==> config.mk <==
export PLATFORM = sky130hd
export DESIGN_NAME = tccu_top
export DESIGN_NICKNAME = d
export VERILOG_FILES = /design/src/core/tccu_pkg.sv /design/src/core/tccu_edge_if.sv /design/src/core/tccu_edge_detect.sv /design/src/core/tccu_top.sv
export SDC_FILE = /design/constraint.sdc
export NUM_CORES = 1
export LEC_CHECK = 0
export ABC_AREA = 1
export BUFFER_PORTS_ARGS = -buffer_cell sky130_fd_sc_hd__buf_2
export CORE_ASPECT_RATIO = 0.6
export CORE_MARGIN = 1.5
export CORE_UTILIZATION = 25
export CTS_BUF_LIST = sky130_fd_sc_hd__clkbuf_4
export CTS_CLUSTER_SIZE = 10
export DETAILED_ROUTE_END_ITERATION = 10
export PLACE_DENSITY = 0.37
export SLEW_MARGIN = 10
export SYNTH_ARGS = -nofsm -noshare
export SYNTH_HDL_FRONTEND = slang
export SYNTH_HIERARCHICAL = 1
export SYNTH_SLANG_ARGS = --single-unit
==> constraint.sdc <==
create_clock -name clk -period 11.5 [get_ports clk]
set_clock_uncertainty 0.05 [all_clocks]
set_input_delay 1.725 -clock clk [delete_from_list [all_inputs] [get_ports clk]]
set_output_delay 1.725 -clock clk [all_outputs]
set_load 0.05 [all_outputs]
==> src/core/tccu_pkg.sv <==
// Purpose: Shared constants and types of the timer capture/compare unit
// Assumes: 16-bit counter, 16-bit register bus with 8-bit byte address
// Notes:   Offsets are byte addresses, one word per register
package tccu_pkg;

  // ----------------------------------------------------------------
  // Widths
  // ----------------------------------------------------------------
  localparam int          CNT_W    = 16;
  localparam int          ADDR_W   = 8;
  localparam int          NUM_CH   = 4;

  // ----------------------------------------------------------------
  // Register offsets
  // ----------------------------------------------------------------
  localparam logic [7:0]  OFF_CTRL   = 8'h00;
  localparam logic [7:0]  OFF_OPT    = 8'h04;
  localparam logic [7:0]  OFF_IOC    = 8'h08;
  localparam logic [7:0]  OFF_CMP0   = 8'h0c;
  localparam logic [7:0]  OFF_CNT    = 8'h1c;
  localparam logic [7:0]  OFF_CAP    = 8'h20;

  // ----------------------------------------------------------------
  // Field positions
  // ----------------------------------------------------------------
  localparam int          CTRL_RUN_BIT  = 0;
  localparam int          CTRL_MODE_LSB = 1;
  localparam int          CTRL_CAP_BIT  = 4;
  localparam int          CTRL_EDGE_LSB = 5;
  localparam int          OPT_OVF_BIT   = 0;
  localparam int          IOC_LVL_LSB   = 4;

  // ----------------------------------------------------------------
  // Reset values and counter limits
  // ----------------------------------------------------------------
  localparam logic [15:0] CTRL_RST   = 16'h0000;
  localparam logic [7:0]  IOC_RST    = 8'h00;
  localparam logic [15:0] CMP_RST    = 16'h0000;
  localparam logic [15:0] CNT_MAX    = 16'hffff;
  localparam logic [15:0] CNT_ZERO   = 16'h0000;

  // ----------------------------------------------------------------
  // Types
  // ----------------------------------------------------------------
  typedef enum logic [2:0] {
    MODE_INTERVAL,
    MODE_EVENT_COUNT,
    MODE_EXT_TRIGGER,
    MODE_ONE_SHOT,
    MODE_PWM,
    MODE_FREE_RUN,
    MODE_PULSE_WIDTH
  } tccu_mode_type;

  // Edge select: 00 none, 01 rising, 10 falling, 11 both
  typedef logic [1:0] tccu_edge_type;

endpackage

==> src/core/tccu_edge_if.sv <==
// Purpose: Carries edge select and detected edge between top and detector
// Assumes: Single clock domain
// Notes:   One instance per trigger input
`timescale 1ns/10ps
interface tccu_edge_if;
  logic [1:0] edge_sel;
  logic       edge_pulse;

  modport ctl (output edge_sel, input edge_pulse);
  modport det (input edge_sel, output edge_pulse);
endinterface

==> src/core/tccu_edge_detect.sv <==
// Purpose: Synchronises one trigger pin and reports valid edges
// Assumes: Pin is asynchronous to clk
// Notes:   Edge pulse is one cycle, three cycles after the pin change
`timescale 1ns/10ps
module tccu_edge_detect (
  input  wire logic  clk,
  input  wire logic  rst,
  input  wire logic  pin_in,
  tccu_edge_if.det   edge_bus
);
  import tccu_pkg::*;

  logic sync1_reg;
  logic sync2_reg;
  logic prev_reg;
  logic pulse_reg;

  // ----------------------------------------------------------------
  // Synchroniser
  // ----------------------------------------------------------------
  always_ff @(posedge clk or posedge rst) begin
    if (rst) begin
      sync1_reg <= 1'b0;
      sync2_reg <= 1'b0;
      prev_reg  <= 1'b0;
    end else begin
      sync1_reg <= pin_in;
      sync2_reg <= sync1_reg;
      prev_reg  <= sync2_reg;
    end
  end

  // ----------------------------------------------------------------
  // Edge detection
  // ----------------------------------------------------------------
  always_ff @(posedge clk or posedge rst) begin
    if (rst) begin
      pulse_reg <= 1'b0;
    end else begin
      pulse_reg <= (edge_bus.edge_sel[0] & sync2_reg & ~prev_reg) |
                   (edge_bus.edge_sel[1] & ~sync2_reg & prev_reg);
    end
  end

  assign edge_bus.edge_pulse = pulse_reg;

endmodule // tccu_edge_detect

==> src/core/tccu_top.sv <==
// Purpose: 16-bit timer with four compare channels and channel-1 capture
// Assumes: One 50 MHz clock, asynchronous active-high reset
// Notes:   Count rate is clk divided by PRESCALE; event-count mode counts capture_trigger_in0 edges
//
// The register addresses and the strobed register port are this design's own decisions.
`timescale 1ns/10ps
module tccu_top #(
  parameter int PRESCALE = 1
) (
  input  wire logic                       clk,
  input  wire logic                       rst,
  input  wire logic [tccu_pkg::ADDR_W-1:0] bus_addr,
  input  wire logic [tccu_pkg::CNT_W-1:0]  bus_wdata,
  input  wire logic                       bus_wr,
  input  wire logic                       bus_rd,
  output logic      [tccu_pkg::CNT_W-1:0]  bus_rdata,
  input  wire logic                       capture_trigger_in0,
  input  wire logic                       capture_trigger_in1,
  output logic      [tccu_pkg::NUM_CH-1:0] timer_out,
  output logic      [tccu_pkg::NUM_CH-1:0] compare_match_irq,
  output logic                            overflow_flag
);
  import tccu_pkg::*;

  // ----------------------------------------------------------------
  // Decoding helpers
  // ----------------------------------------------------------------
  function automatic logic hit(input logic [ADDR_W-1:0] a, input logic [7:0] off);
    hit = (a == off);
  endfunction

  function automatic logic is_batch(input tccu_mode_type m);
    case (m)
      MODE_EXT_TRIGGER: is_batch = 1'b1;
      MODE_PWM:         is_batch = 1'b1;
      default:          is_batch = 1'b0;
    endcase
  endfunction

  function automatic logic [NUM_CH-1:0] out_drive(input tccu_mode_type m, input logic cap);
    case (m)
      MODE_EVENT_COUNT: out_drive = 4'h0;
      MODE_PULSE_WIDTH: out_drive = 4'h0;
      MODE_FREE_RUN:    out_drive = cap ? 4'hd : 4'hf;
      default:          out_drive = 4'hf;
    endcase
  endfunction

  // ----------------------------------------------------------------
  // State
  // ----------------------------------------------------------------
  logic [15:0]          ctrl_reg;
  logic [7:0]           ioc_reg;
  logic [CNT_W-1:0]     cmp_reg [NUM_CH];
  logic [CNT_W-1:0]     shadow_reg [NUM_CH];
  logic [CNT_W-1:0]     count_reg;
  logic [CNT_W-1:0]     capture_reg;
  logic [CNT_W-1:0]     rdata_reg;
  logic                 ovf_reg;
  logic                 arm_reg;
  logic                 run_prev_reg;
  logic [NUM_CH-1:0]    tog_reg;
  logic [NUM_CH-1:0]    pin_reg;
  logic [NUM_CH-1:0]    irq_reg;
  logic [15:0]          div_reg;
  logic                 tick;
  logic                 step;
  logic                 run;
  logic                 cap_sel;
  logic                 batch;
  tccu_mode_type        mode;
  logic [NUM_CH-1:0]    match;
  logic [NUM_CH-1:0]    drive;
  logic                 cap_edge;
  logic                 ev_edge;
  logic                 cap_event;
  logic                 transfer;
  logic                 wr_cmp1;

  tccu_edge_if ev_if ();
  tccu_edge_if cap_if ();

  assign run     = ctrl_reg[CTRL_RUN_BIT];
  assign mode    = tccu_mode_type'(ctrl_reg[CTRL_MODE_LSB +: 3]);
  assign cap_sel = ctrl_reg[CTRL_CAP_BIT];
  assign batch   = is_batch(mode);
  assign drive   = out_drive(mode, cap_sel);

  // ----------------------------------------------------------------
  // Trigger inputs
  // ----------------------------------------------------------------
  assign ev_if.edge_sel  = ctrl_reg[CTRL_EDGE_LSB +: 2];
  assign cap_if.edge_sel = ctrl_reg[CTRL_EDGE_LSB +: 2];
  assign ev_edge         = ev_if.edge_pulse;
  assign cap_edge        = cap_if.edge_pulse;

  tccu_edge_detect u_ev_det (
    .clk      (clk),
    .rst      (rst),
    .pin_in   (capture_trigger_in0),
    .edge_bus (ev_if)
  );

  tccu_edge_detect u_cap_det (
    .clk      (clk),
    .rst      (rst),
    .pin_in   (capture_trigger_in1),
    .edge_bus (cap_if)
  );

  // Capture happens in free-run with capture selected, or in pulse-width mode
  assign cap_event = run & cap_edge &
                     ((mode == MODE_FREE_RUN & cap_sel) | (mode == MODE_PULSE_WIDTH));

  // ----------------------------------------------------------------
  // Prescaler
  // ----------------------------------------------------------------
  always_ff @(posedge clk or posedge rst) begin
    if (rst) begin
      div_reg <= 16'h0000;
    end else if (!run || div_reg == 16'(PRESCALE - 1)) begin
      div_reg <= 16'h0000;
    end else begin
      div_reg <= div_reg + 16'h0001;
    end
  end

  assign tick = run & (div_reg == 16'(PRESCALE - 1));
  assign step = (mode == MODE_EVENT_COUNT) ? (run & ev_edge) : tick;

  // ----------------------------------------------------------------
  // Compare match
  // ----------------------------------------------------------------
  genvar gi;
  generate
    for (gi = 0; gi < NUM_CH; gi++) begin : g_match
      if (gi == 1) begin : g_ch1
        assign match[gi] = step & (count_reg == shadow_reg[gi]) &
                           (mode != MODE_PULSE_WIDTH) &
                           !(mode == MODE_FREE_RUN && cap_sel);
      end else begin : g_chn
        assign match[gi] = step & (count_reg == shadow_reg[gi]) &
                           (mode != MODE_PULSE_WIDTH);
      end
    end
  endgenerate

  always_ff @(posedge clk or posedge rst) begin
    if (rst) begin
      irq_reg <= 4'h0;
    end else begin
      irq_reg <= match;
    end
  end

  // ----------------------------------------------------------------
  // Counter
  // ----------------------------------------------------------------
  always_ff @(posedge clk or posedge rst) begin
    if (rst) begin
      count_reg <= CNT_ZERO;
    end else if (!run) begin
      count_reg <= CNT_ZERO;
    end else if (cap_event && mode == MODE_PULSE_WIDTH) begin
      count_reg <= CNT_ZERO;
    end else if (step) begin
      if (match[0] && mode != MODE_FREE_RUN) begin
        count_reg <= CNT_ZERO;
      end else begin
        count_reg <= count_reg + 16'h0001;
      end
    end
  end

  // ----------------------------------------------------------------
  // Overflow flag
  // ----------------------------------------------------------------
  always_ff @(posedge clk or posedge rst) begin
    if (rst) begin
      ovf_reg <= 1'b0;
    end else if (step && count_reg == CNT_MAX &&
                 !(cap_event && mode == MODE_PULSE_WIDTH) &&
                 (mode == MODE_FREE_RUN || mode == MODE_PULSE_WIDTH)) begin
      ovf_reg <= 1'b1;
    end else if (bus_wr && hit(bus_addr, OFF_OPT) && !bus_wdata[OPT_OVF_BIT]) begin
      ovf_reg <= 1'b0;
    end
  end

  // ----------------------------------------------------------------
  // Capture register
  // ----------------------------------------------------------------
  always_ff @(posedge clk or posedge rst) begin
    if (rst) begin
      capture_reg <= CNT_ZERO;
    end else if (cap_event) begin
      capture_reg <= count_reg;
    end
  end

  // ----------------------------------------------------------------
  // Control registers
  // ----------------------------------------------------------------
  always_ff @(posedge clk or posedge rst) begin
    if (rst) begin
      ctrl_reg <= CTRL_RST;
      ioc_reg  <= IOC_RST;
    end else if (bus_wr) begin
      if (hit(bus_addr, OFF_CTRL)) begin
        ctrl_reg <= bus_wdata;
      end
      if (hit(bus_addr, OFF_IOC)) begin
        ioc_reg <= bus_wdata[7:0];
      end
    end
  end

  // ----------------------------------------------------------------
  // Compare registers and shadows
  // ----------------------------------------------------------------
  assign wr_cmp1  = bus_wr & hit(bus_addr, OFF_CMP0 + 8'h04);
  assign transfer = batch & match[0] & arm_reg;

  always_ff @(posedge clk or posedge rst) begin
    if (rst) begin
      arm_reg <= 1'b0;
    end else if (wr_cmp1 && batch) begin
      arm_reg <= 1'b1;
    end else if (transfer || !run) begin
      arm_reg <= 1'b0;
    end
  end

  generate
    for (gi = 0; gi < NUM_CH; gi++) begin : g_cmp
      always_ff @(posedge clk or posedge rst) begin
        if (rst) begin
          cmp_reg[gi] <= CMP_RST;
        end else if (bus_wr && hit(bus_addr, OFF_CMP0 + 8'(4 * gi))) begin
          cmp_reg[gi] <= bus_wdata;
        end
      end

      always_ff @(posedge clk or posedge rst) begin
        if (rst) begin
          shadow_reg[gi] <= CMP_RST;
        end else if (!run || (batch && transfer)) begin
          shadow_reg[gi] <= cmp_reg[gi];
        end else if (!batch && bus_wr && hit(bus_addr, OFF_CMP0 + 8'(4 * gi))) begin
          shadow_reg[gi] <= bus_wdata;
        end
      end
    end
  endgenerate

  // ----------------------------------------------------------------
  // Output waveforms
  // ----------------------------------------------------------------
  always_ff @(posedge clk or posedge rst) begin
    if (rst) begin
      run_prev_reg <= 1'b0;
    end else begin
      run_prev_reg <= run;
    end
  end

  generate
    for (gi = 0; gi < NUM_CH; gi++) begin : g_out
      always_ff @(posedge clk or posedge rst) begin
        if (rst) begin
          tog_reg[gi] <= 1'b0;
        end else if (!run) begin
          tog_reg[gi] <= 1'b0;
        end else if (!run_prev_reg) begin
          tog_reg[gi] <= 1'b1;
        end else begin
          case (mode)
            MODE_INTERVAL, MODE_FREE_RUN: begin
              if (match[gi]) begin
                tog_reg[gi] <= ~tog_reg[gi];
              end
            end
            MODE_EXT_TRIGGER, MODE_ONE_SHOT, MODE_PWM: begin
              if (gi == 0) begin
                if (match[0]) begin
                  tog_reg[gi] <= ~tog_reg[gi];
                end
              end else if (match[gi]) begin
                tog_reg[gi] <= 1'b0;
              end else if (match[0]) begin
                tog_reg[gi] <= 1'b1;
              end
            end
            default: begin
              tog_reg[gi] <= tog_reg[gi];
            end
          endcase
        end
      end

      always_ff @(posedge clk or posedge rst) begin
        if (rst) begin
          pin_reg[gi] <= 1'b0;
        end else begin
          pin_reg[gi] <= ioc_reg[IOC_LVL_LSB + gi] ^
                         (ioc_reg[gi] & run & drive[gi] & tog_reg[gi]);
        end
      end
    end
  endgenerate

  // ----------------------------------------------------------------
  // Register read
  // ----------------------------------------------------------------
  always_ff @(posedge clk or posedge rst) begin
    if (rst) begin
      rdata_reg <= 16'h0000;
    end else if (bus_rd) begin
      if (hit(bus_addr, OFF_CTRL)) begin
        rdata_reg <= ctrl_reg;
      end else if (hit(bus_addr, OFF_OPT)) begin
        rdata_reg <= {15'h0000, ovf_reg};
      end else if (hit(bus_addr, OFF_IOC)) begin
        rdata_reg <= {8'h00, ioc_reg};
      end else if (hit(bus_addr, OFF_CMP0)) begin
        rdata_reg <= cmp_reg[0];
      end else if (hit(bus_addr, OFF_CMP0 + 8'h04)) begin
        rdata_reg <= (cap_sel || mode == MODE_PULSE_WIDTH) ? capture_reg : cmp_reg[1];
      end else if (hit(bus_addr, OFF_CMP0 + 8'h08)) begin
        rdata_reg <= cmp_reg[2];
      end else if (hit(bus_addr, OFF_CMP0 + 8'h0c)) begin
        rdata_reg <= cmp_reg[3];
      end else if (hit(bus_addr, OFF_CNT)) begin
        rdata_reg <= count_reg;
      end else if (hit(bus_addr, OFF_CAP)) begin
        rdata_reg <= capture_reg;
      end else begin
        rdata_reg <= 16'h0000;
      end
    end
  end

  assign bus_rdata         = rdata_reg;
  assign timer_out         = pin_reg;
  assign compare_match_irq = irq_reg;
  assign overflow_flag     = ovf_reg;

endmodule // tccu_top

# ---- Word-level counts from Yosys, hierarchy flattened
# Cells that the tools add are included.
dict set report word_totals {
  register_bits 239
  inputBits 30
  output_inout_bits 25
  elab_cells 219
}
dict set report op_classes {
  n_addsub 2
  eq_ne 31
  muxes 51
  bitwise 52
  n_reduce_logical 49
}
# operator n
set ops {}
lappend ops {{$mux 16} 23}
lappend ops {{$eq 16x16->1} 4}
lappend ops {{$and 1x1->1} 37}
lappend ops {{$add 16x1->16 const B} 2}
lappend ops {{$eq 8x5->1 const B} 4}
lappend ops {{$mux 1} 23}
lappend ops {{$logic_and 1x1->1} 19}
lappend ops {{$eq 16x16->1 const B} 1}
lappend ops {{$eq 8x4->1 const B} 2}
lappend ops {{$logic_not 16->1} 1}
lappend ops {{$ne 5x5->1 const B} 3}
lappend ops {{$ne 4x4->1 const B} 3}
lappend ops {{$reduce_bool 2->1} 6}
lappend ops {{$eq 3x3->1 const B} 3}
lappend ops {{$ne 3x3->1 const B} 3}
lappend ops {{$reduce_and 3->1} 3}
lappend ops {{$eq 8x3->1 const B} 1}
lappend ops {{$eq 8x6->1 const B} 1}
lappend ops {{$logic_not 8->1} 1}
lappend ops {{$not 1->1} 8}
lappend ops {{$pmux 4 s2} 1}
lappend ops {{$eq 3x2->1 const B} 2}
lappend ops {{$pmux 1 s2} 3}
lappend ops {{$reduce_and 2->1} 3}
lappend ops {{13 further kinds} 28}

# ---- Logic depth before layout (Yosys ltp)
# Gate-level depths: netlist of run 1.
dict set report logic_depth {
  word_depth 10
  ltp_mapped 15
  ltp_nobuf 14
}

# ---- Hierarchy
# Netlist of run 1, hierarchy kept.
# mod n_inst cells_each area_each_um2 seq_area_each_um2
set modules_own_cells {}
lappend modules_own_cells {tccu_top 1 1569 12259.3 5780.5}
lappend modules_own_cells {tccu_edge_detect 2 10 125.1 100.1}

# ---- Worst setup path before layout of run 1
# No wires, ideal clock.
dict set report synth_path {
  path_type {in2reg}
  from {input port bus_addr[0] in the netlist's numbering}
  to {register shadow_reg[32] in the netlist's numbering}
  setup_ns 0.125
  t_arrival_ns 2.975
  required_ns 11.325
  path_slack_ns 8.350
  stages 13
  path_buffers 1
  path_cell_list {inv_1 -> nand2_1 -> nor2_1 -> nand2_1 -> nor2_2 -> inv_2 -> nor2_2 -> inv_2 -> nor2_4 -> inv_2 -> buf_2 -> nand4_1 -> nand3_1}
}
dict set report synth_between {
  elab_chain_cells 3
}
# element line
set synth_lines {}
lappend synth_lines {{from (decl)} tccu_top.sv:12} ;# input wire logic [tccu_pkg::ADDR_W-1:0] bus_addr,
lappend synth_lines {{$eq 8x5->1} tccu_top.sv:29} ;# hit = (a == off);
lappend synth_lines {{$logic_and 1x1->1} tccu_top.sv:249} ;# end else if (!batch && bus_wr && hit(bus_addr, OFF_CMP0 + 8'(4 * gi))) begin
lappend synth_lines {{$reduce_bool 2->1 (no source line)} --}
lappend synth_lines {{to (signal, indexed assignment)} tccu_top.sv:248} ;# shadow_reg[gi] <= cmp_reg[gi];
lappend synth_lines {{to (signal, indexed assignment)} tccu_top.sv:250} ;# shadow_reg[gi] <= bus_wdata;
lappend synth_lines {{to (decl)} tccu_top.sv:55} ;# logic [CNT_W-1:0] shadow_reg [NUM_CH];
# No other way between the ends.
# A chain may end at the register's enable or synchronous reset.

# ---- Worst setup path in the final report of run 1
dict set report layout_path {
  from {input port bus_addr[0] in the netlist's numbering}
  to {register shadow_reg[37] in the netlist's numbering}
}
# The elaborated chain is that of the path after synthesis.

==> impl_metrics.csv, run 1 <==
group,metric,value,unit
routing,route.met2.wl,19870,microns
place,place.gp.congestion,0.8543,
logic_synthesis,synthArstFlopShare,1.000,
routing,drtPass1Iterations,6,
cts,cts_max_level,3,
cts,cts_setup_buffers,0,
setup_path,start_kind,"input port",
logic_synthesis,yosysWarnings,6,
cts,cts_inserted_buffers,66,
power_and_ir_drop,pwr_density_cell,134.7,mW/mm^2
routing,drt-met1-wl,26000,microns
setup_path,crit_chain,"buf_2, inv_1, nand2_1, nor2_1, nand2_1, nor2_2, inv_2, nor2_2, inv_2, nor2_4, inv_2, nand4_1, nand3_1",
logic_synthesis,synth_edf_count,0,
setup_path,critPathMostFrequentCell,"inv_2",
routing,drtIter0Drc,1134,
logic_synthesis,synth_common_cells,"nand2_1 (402), dfrtp_1 (239), nand4_1 (148), nand3_1 (124), o21ai_0 (124)",
worst_hold_path,hold_class,"reg -> reg",
floorplan,die_w,291.8,microns
logic_synthesis,yosysSeqAreaShare,0.4781,
finish,drive_gt1_frac,0.1356,
global_route,antenna_found_initial,1,
timing,fin_crit,3928,ps
finish,nets,1664,
cts,clkLatencyLatePin,760,ps
setup_path,endpoint_kind,"flop",
finish,fillers,5436,
logic_synthesis,netlist_area,0.01251,sq mm
power_and_ir_drop,ir_drop,0.06825,mV
routing,routed_via_density,4.904,
logic_synthesis,yosys.area.top_type,"dfrtp_1",
logic_synthesis,synthFlopType,"dfrtp_1",
floorplan,dieArea,0.05143,sq mm
finish,syn_to_final_growth,12.76,%
setup_path,arrival,4450,ps
logic_synthesis,synth_top_area_share,0.4781,
global_route,grt_first_pass_wirelength,75140,microns
timing,slew_headroom,0.2256,
timing,tns,0,ps
routing,vias,11410,
floorplan,die_y,176.3,microns
logic_synthesis,synth.avg_cell_area,7.873,sq um
cts,cts_tree,"yes",
setup_path,cp.required,12030,ps
power_and_ir_drop,total_power,1.901,mW
timing,hold_violations,0,
cts,clock-sinks,239,
routing,wl,49960,microns
cts,path_clk_slew,70,ps
logic_synthesis,syn_inst,1589,
floorplan,io_pins,55,
cts,postCtsHoldBufs,0,
run_status,status,"finished, final reports clean",
routing,ant_nets,0,
logic_synthesis,ys_types,37,
timing,tightest_slew,1160,ps
setup_path,crit_type,"in -> reg",
timing,fin_crit_sh,0.3416,
routing,route.detailed.drc,0,
cts,cts_resized,0,
timing,setup_viol,0,
power_and_ir_drop,power.leakage,6.445,nW
logic_synthesis,synth-seq-cells,239,
floorplan,initial_core_util,0.2531,
timing,rsz0062_at_grt,"false",
setup_path,cp_slowest_cell,"nor2_2",
place,port_buffers,54,
place,dp_hpwl,34980,microns
global_route,grt_max_degree,115,
floorplan,fp-row-count,63,
routing,dr_wl_met3,3214,microns
global_route,grt_pass1_vias,11000,
cts,cts_buffer_depth,3,
global_route,grt_overflow,0,
timing,final_max_slew_viol_count,0,
logic_synthesis,synth_most_common_cell,"nand2_1",
setup_path,path_max_fanout,32,
logic_synthesis,netlist_top_cells_area,"dfrtp_1 (48%), nand2_1 (12%), nand4_1 (7.4%)",
flow_run,max-cap-violations,0,
logic_synthesis,syn_nets,1622,
timing,max_freq,254.6,MHz
global_route,track_usage,0.1966,
floorplan,core_area,0.04942,sq mm
routing,routed.top_layer,"met4",
routing,routedWlPerCell,21.48,microns
cts,cts_root_buffer,"clkbuf_4",
setup_path,cpPeakStageDelay,800,ps
## worst max-delay path: cells and delay by family
kind          cells  cell delay, ps
buf+inv           5             720
simple gates      8            2000
## layout by cell type, fill, tap and decap left out, types with 3 or more instances in the layout
master / n
clkinv_1: 10
ha_1: 3
nand2_1: 402
nor2_2: 8
buf_4: 17
clkbuf_4: 97
nand3_1: 124
buf_2: 54
nor3b_1: 7
nor3_1: 13
o21ai_0: 124
inv_1: 111
o21ai_1: 26
nor2_4: 7
inv_2: 23
a21oi_1: 61
xnor2_1: 26
xor2_1: 30
nor4_1: 4
o22ai_1: 10
dfrtp_1: 238
or2_2: 6
o21a_1: 8
nor2_1: 97
nand4_1: 148
## power breakdown
part | internal, mW | switching, mW | total (mW)
logic | 0.0457 | 0.128 | 0.174
registers | 0.877 | 0.0362 | 0.913
clock network | 0.407 | 0.406 | 0.814
total | 1.33 | 0.571 | 1.90
## cells by family (layout without fill, tap and decap cells)
family / count (synthesis) / in the layout / synth area share
compound gates: 235 / 235 / 0.09862
xor+xnor: 56 / 56 / 0.03921
fa+ha+maj: 3 / 3 / 0.003001
buf+inv: 231 / 316 / 0.07602
flops: 239 / 239 / 0.4781
other cells: 0 / 2 / 0
simple gates: 825 / 825 / 0.3051
## worst paths after layout
| check | cells after the start | startpoint | end | slack, ps |
|---|---|---|---|---|
| max | 13 | bus_addr[0] | shadow_reg[37] | 7570 |
| min | 0 | u_cap_det/sync1_reg | u_cap_det/sync2_reg | 310 |
| max reg2reg | 9 | count_reg[13] | shadow_reg[54] | 7680 |
| min reg2reg | 0 | u_cap_det/sync1_reg | u_cap_det/sync2_reg | 310 |
| max in group asynchronous | 4 | rst | bus_rdata[3] | 8160 |
| min in group asynchronous | 2 | rst | u_cap_det/sync1_reg | 880 |
## final cells by class
class | instances | area [sq um] | share of cell area
well taps | 650 | 813.3 | 0.05765
clock inverters | 14 | 82.58 | 0.005854
inverters | 134 | 511.7 | 0.03628
multi-input cells | 1119 | 5583 | 0.3958
flip-flops and latches | 239 | 5984 | 0.4243
diodes | 2 | 5.005 | 0.0003548
repair buffers | 71 | 397.9 | 0.02821
clock buffers | 97 | 728.2 | 0.05162
## metal layers
| layer | track usage | up-vias |
|---|---|---|
| li1 | - | 5438 |
| met1 | 0.3053 | 5606 |
| met2 | 0.2687 | 301 |
| met3 | 0.04670 | 61 |
| met4 | 0.04492 | 0 |
| met5 | 0 | - |
## per-stage QoR
stage	cell area [sq um]	setup WS (ps)	util	instances	hold slack, ps
after global routing	14110	7272	0.2854	2326	310.6
after detailed placement	13290	6871	0.2689	2213	288.7
final	14110	7572	0.2854	2326	310.2
after floorplan	12510	3392	-	1589	281.2
after global placement	13290	6961	0.2689	2213	282.2
after CTS	14100	7648	0.2853	2324	307.2
Power figures use the tool's default switching activity.
==> run 2, diff against run 1 <==
Settings changed: ABC_AREA 1 to 0, PLACE_DENSITY 0.37 to 0.39.
Clock period 11.5 ns to 3.6 ns, I/O delays scaled along.
==> run 2 against run 1 <==
  * Design area is essentially flat
  * Final cell count fell by 18%
  * Synthesized cell count decreased by 28%
  * Sequential power rose to 3.2 times the previous value
  * Sequential share of layout area about the same
  * Largest cell class unchanged
==> impl_metrics.csv, run 2 <==
group,metric,value,unit
run_status,status,"finished, final reports clean",
setup_path,r2r_end,"shadow_reg[21]",
setup_path,reg2reg_depth,7,
power_and_ir_drop,ir_drop,0.2082,mV
finish,nets,1266,
floorplan,dieArea,0.05034,sq mm
setup_path,crit_chain,"xor2_1, nor4_1, nand3_1, o41ai_4, buf_4, buf_4, o21ai_0",
power_and_ir_drop,internal-power,4.167,mW
floorplan,die_w,288.7,microns
timing,fin_ws,554.1,ps
finish,fin_area,0.01411,sq mm
logic_synthesis,synth_edf_count,0,
timing,fin_crit,3046,ps
worst_hold_path,min_to,"bus_rdata[14]",
power_and_ir_drop,p_switching,1.711,mW
worst_hold_path,whs_path_depth,2,
setup_path,cpPeakStageDelay,720,ps
power_and_ir_drop,combPwrFrac,0.110,
floorplan,fp-row-count,62,
worst_hold_path,hold_class,"in -> reg",
place,place_inst,1808,
cts,cts_tree,"yes",
power_and_ir_drop,power.leakage,7.083,nW
power_and_ir_drop,p_sw_frac,0.2911,
routing,drtIter0Drc,712,
setup_path,cp.required,4140,ps
logic_synthesis,synth_top_area_share,0.4887,
timing,setup_viol,0,
cts,cts_max_level,2,
setup_path,cp_slowest_cell,"dfrtp_1",
place,dpl_cell_area,0.01337,sq mm
logic_synthesis,ys_types,60,
logic_synthesis,synthFlopType,"dfrtp_1",
setup_path,critPathMostFrequentCell,"buf_4",
logic_synthesis,netlist_top_cells_area,"dfrtp_1 (49%), mux2_2 (12%), mux2i_1 (5.9%)",
routing,drtPass1Iterations,5,
setup_path,path_max_fanout,30,
logic_synthesis,yosys.area.top_type,"dfrtp_1",
routing,vias,9424,
timing,hold_violations,0,
setup_path,path_buf_inv,2,
logic_synthesis,synth_most_common_cell,"dfrtp_1",
timing,rsz0062_at_grt,"false",
place,place.gp.congestion,0.8263,
routing,ant_nets,0,
routing,wl,44300,microns
setup_path,start_kind,"flop",
floorplan,io_pins,55,
flow_run,max-cap-violations,0,
finish,final_common_cell,"dfrtp_1",
place,dp_hpwl,31930,microns
place,place_ws,631.6,ps
setup_path,rrSetupSlack,550,ps
finish,syn_to_final_growth,15.29,%
global_route,antenna_found_initial,7,
setup_path,crit_family,"flip-flops",
global_route,grt_first_pass_wirelength,65670,microns
logic_synthesis,syn_nets,1183,
setup_path,crit_type,"reg -> reg",
routing,routed_via_density,4.942,
power_and_ir_drop,seqPwrFrac,0.492,
setup_path,endpoint_kind,"flop",
cts,path_clk_slew,70,ps
floorplan,die_y,174.4,microns
power_and_ir_drop,clkPwrFrac,0.398,
logic_synthesis,yosysSeqAreaShare,0.4887,
logic_synthesis,syn_inst,1150,
logic_synthesis,synth-seq-cells,239,
global_route,grt_max_degree,55,
cts,cts_buffer_depth,3,
power_and_ir_drop,pwr_density_cell,416.5,mW/mm^2
finish,drive_gt1_frac,0.2783,
logic_synthesis,netlist_area,0.01224,sq mm
cts,clock-sinks,239,
floorplan,core_area,0.04810,sq mm
setup_path,r2r_start,"count_reg[8]",
logic_synthesis,synth.avg_cell_area,10.64,sq um
logic_synthesis,synthArstFlopShare,1.000,
routing,route.detailed.drc,0,
cts,clkLatencyLatePin,770,ps
timing,slew_headroom,0.4102,
setup_path,arrival,3590,ps
finish,layout_common_cells,"dfrtp_1 (239), mux2_2 (129), nand2_1 (114)",
timing,tightest_slew,876.7,ps
cts,cts_root_buffer,"clkbuf_4",
logic_synthesis,synth_common_cells,"dfrtp_1 (239), mux2_2 (129), nand2_1 (114), o21ai_0 (93), xor2_1 (75)",
finish,fin_cells,1907,
setup_path,path_depth,7,
cts,cts_inserted_buffers,60,
timing,tns,0,ps
timing,max_freq,328.3,MHz
place,port_buffers,54,
routing,routedWlPerCell,23.23,microns
logic_synthesis,yosysWarnings,6,
finish,final_core_util,0.2934,
worst_hold_path,min_from,"bus_rd",
global_route,grt_pass1_vias,9479,
global_route,grt_overflow,0,
floorplan,initial_core_util,0.2545,
timing,fin_crit_sh,0.8461,
global_route,track_usage,0.1783,
timing,final_max_slew_viol_count,0,
==> run 2: cell types whose count changed after synthesis, sizes merged, moves of 36 or more <==
cell,before,now
inv,131,15
nor2,112,65
mux2i,0,72
o21ai,151,95
xor2,30,75
a21oi,62,26
nand4,149,11
nand3,126,29
mux2,0,129
nand2,405,117
==> run 2: cell families after synthesis <==
group	share of synthesized area
AO/OA/AOI/OAI	0.1129
XOR/XNOR	0.06226
adder cells (fa/ha/maj)	0.003067
buffers and inverters	0.04099
flip-flops	0.4887
multiplexers	0.1776
AND/OR/NAND/NOR	0.1146
==> run 2: per-stage QoR <==
stage	power, mW	hold slack, ps
5_1_grt	6.166	63.67
3_5_place_dp	3.590	284.7
3_3_place_gp	3.588	285.7
6_report	5.877	88.88
2_1_floorplan	3.316	256.1
4_1_cts	5.961	28.88
==> run 2: worst max-delay path by stage <==
stage	startpoint	end	slack (ps)
finish	count_reg[8]	shadow_reg[21]	550
global route	ctrl_reg[3]	shadow_reg[27]	390
CTS	ctrl_reg[3]	shadow_reg[21]	580
detailed placement	ctrl_reg[3]	shadow_reg[27]	630
global placement	ctrl_reg[3]	shadow_reg[9]	630
floorplan	rst	arm_reg	-10
==> run 2: cell type report <==
cell class | instances | area (sq um)
Inverter | 15 | 60.06
Timing Repair Buffer | 118 | 783.3
Clock inverter | 6 | 48.80
Antenna cell | 2 | 5.005
Multi-Input combinational cell | 799 | 5772
Clock buffer | 88 | 660.6
Tap cell | 640 | 800.8
Sequential cell | 239 | 5981
Fill cell | 5089 | 33990
==> run 2: per-layer routing <==
metal	wire length, microns	part of all wire	track usage
met5	0	0	0
met4	525	0.012	0.03212
met3	3975	0.090	0.05814
met2	16230	0.37	0.2210
met1	23570	0.53	0.2891
==> run 2: repair_timing <==
item,4_1_cts,5_1_grt
buffers inserted,0,0
endpoints found under the hold margin,27,0
gates resized for setup,0,0
hold buffers,3,0
==> run 2: worst reg2reg max path, delay by kind of cell (launching register included) <==
family | cells | cell delay [ps]
AO/OA/AOI/OAI | 2 | 620
buffers and inverters | 2 | 630
AND/OR/NAND/NOR | 2 | 630
flip-flops | 1 | 720
XOR/XNOR | 1 | 260
==> run 2: power by group through the flow <==
| stage | Combinational (mW) | Sequential (mW) | Clock (mW) |
|---|---|---|---|
| 2_1_floorplan | 0.352 | 2.96 | 0 |
| 3_3_place_gp | 0.650 | 2.94 | 0 |
| 3_5_place_dp | 0.651 | 2.94 | 0 |
| 4_1_cts | 0.657 | 2.89 | 2.42 |
| 5_1_grt | 0.707 | 2.90 | 2.56 |
| 6_report | 0.649 | 2.89 | 2.34 |
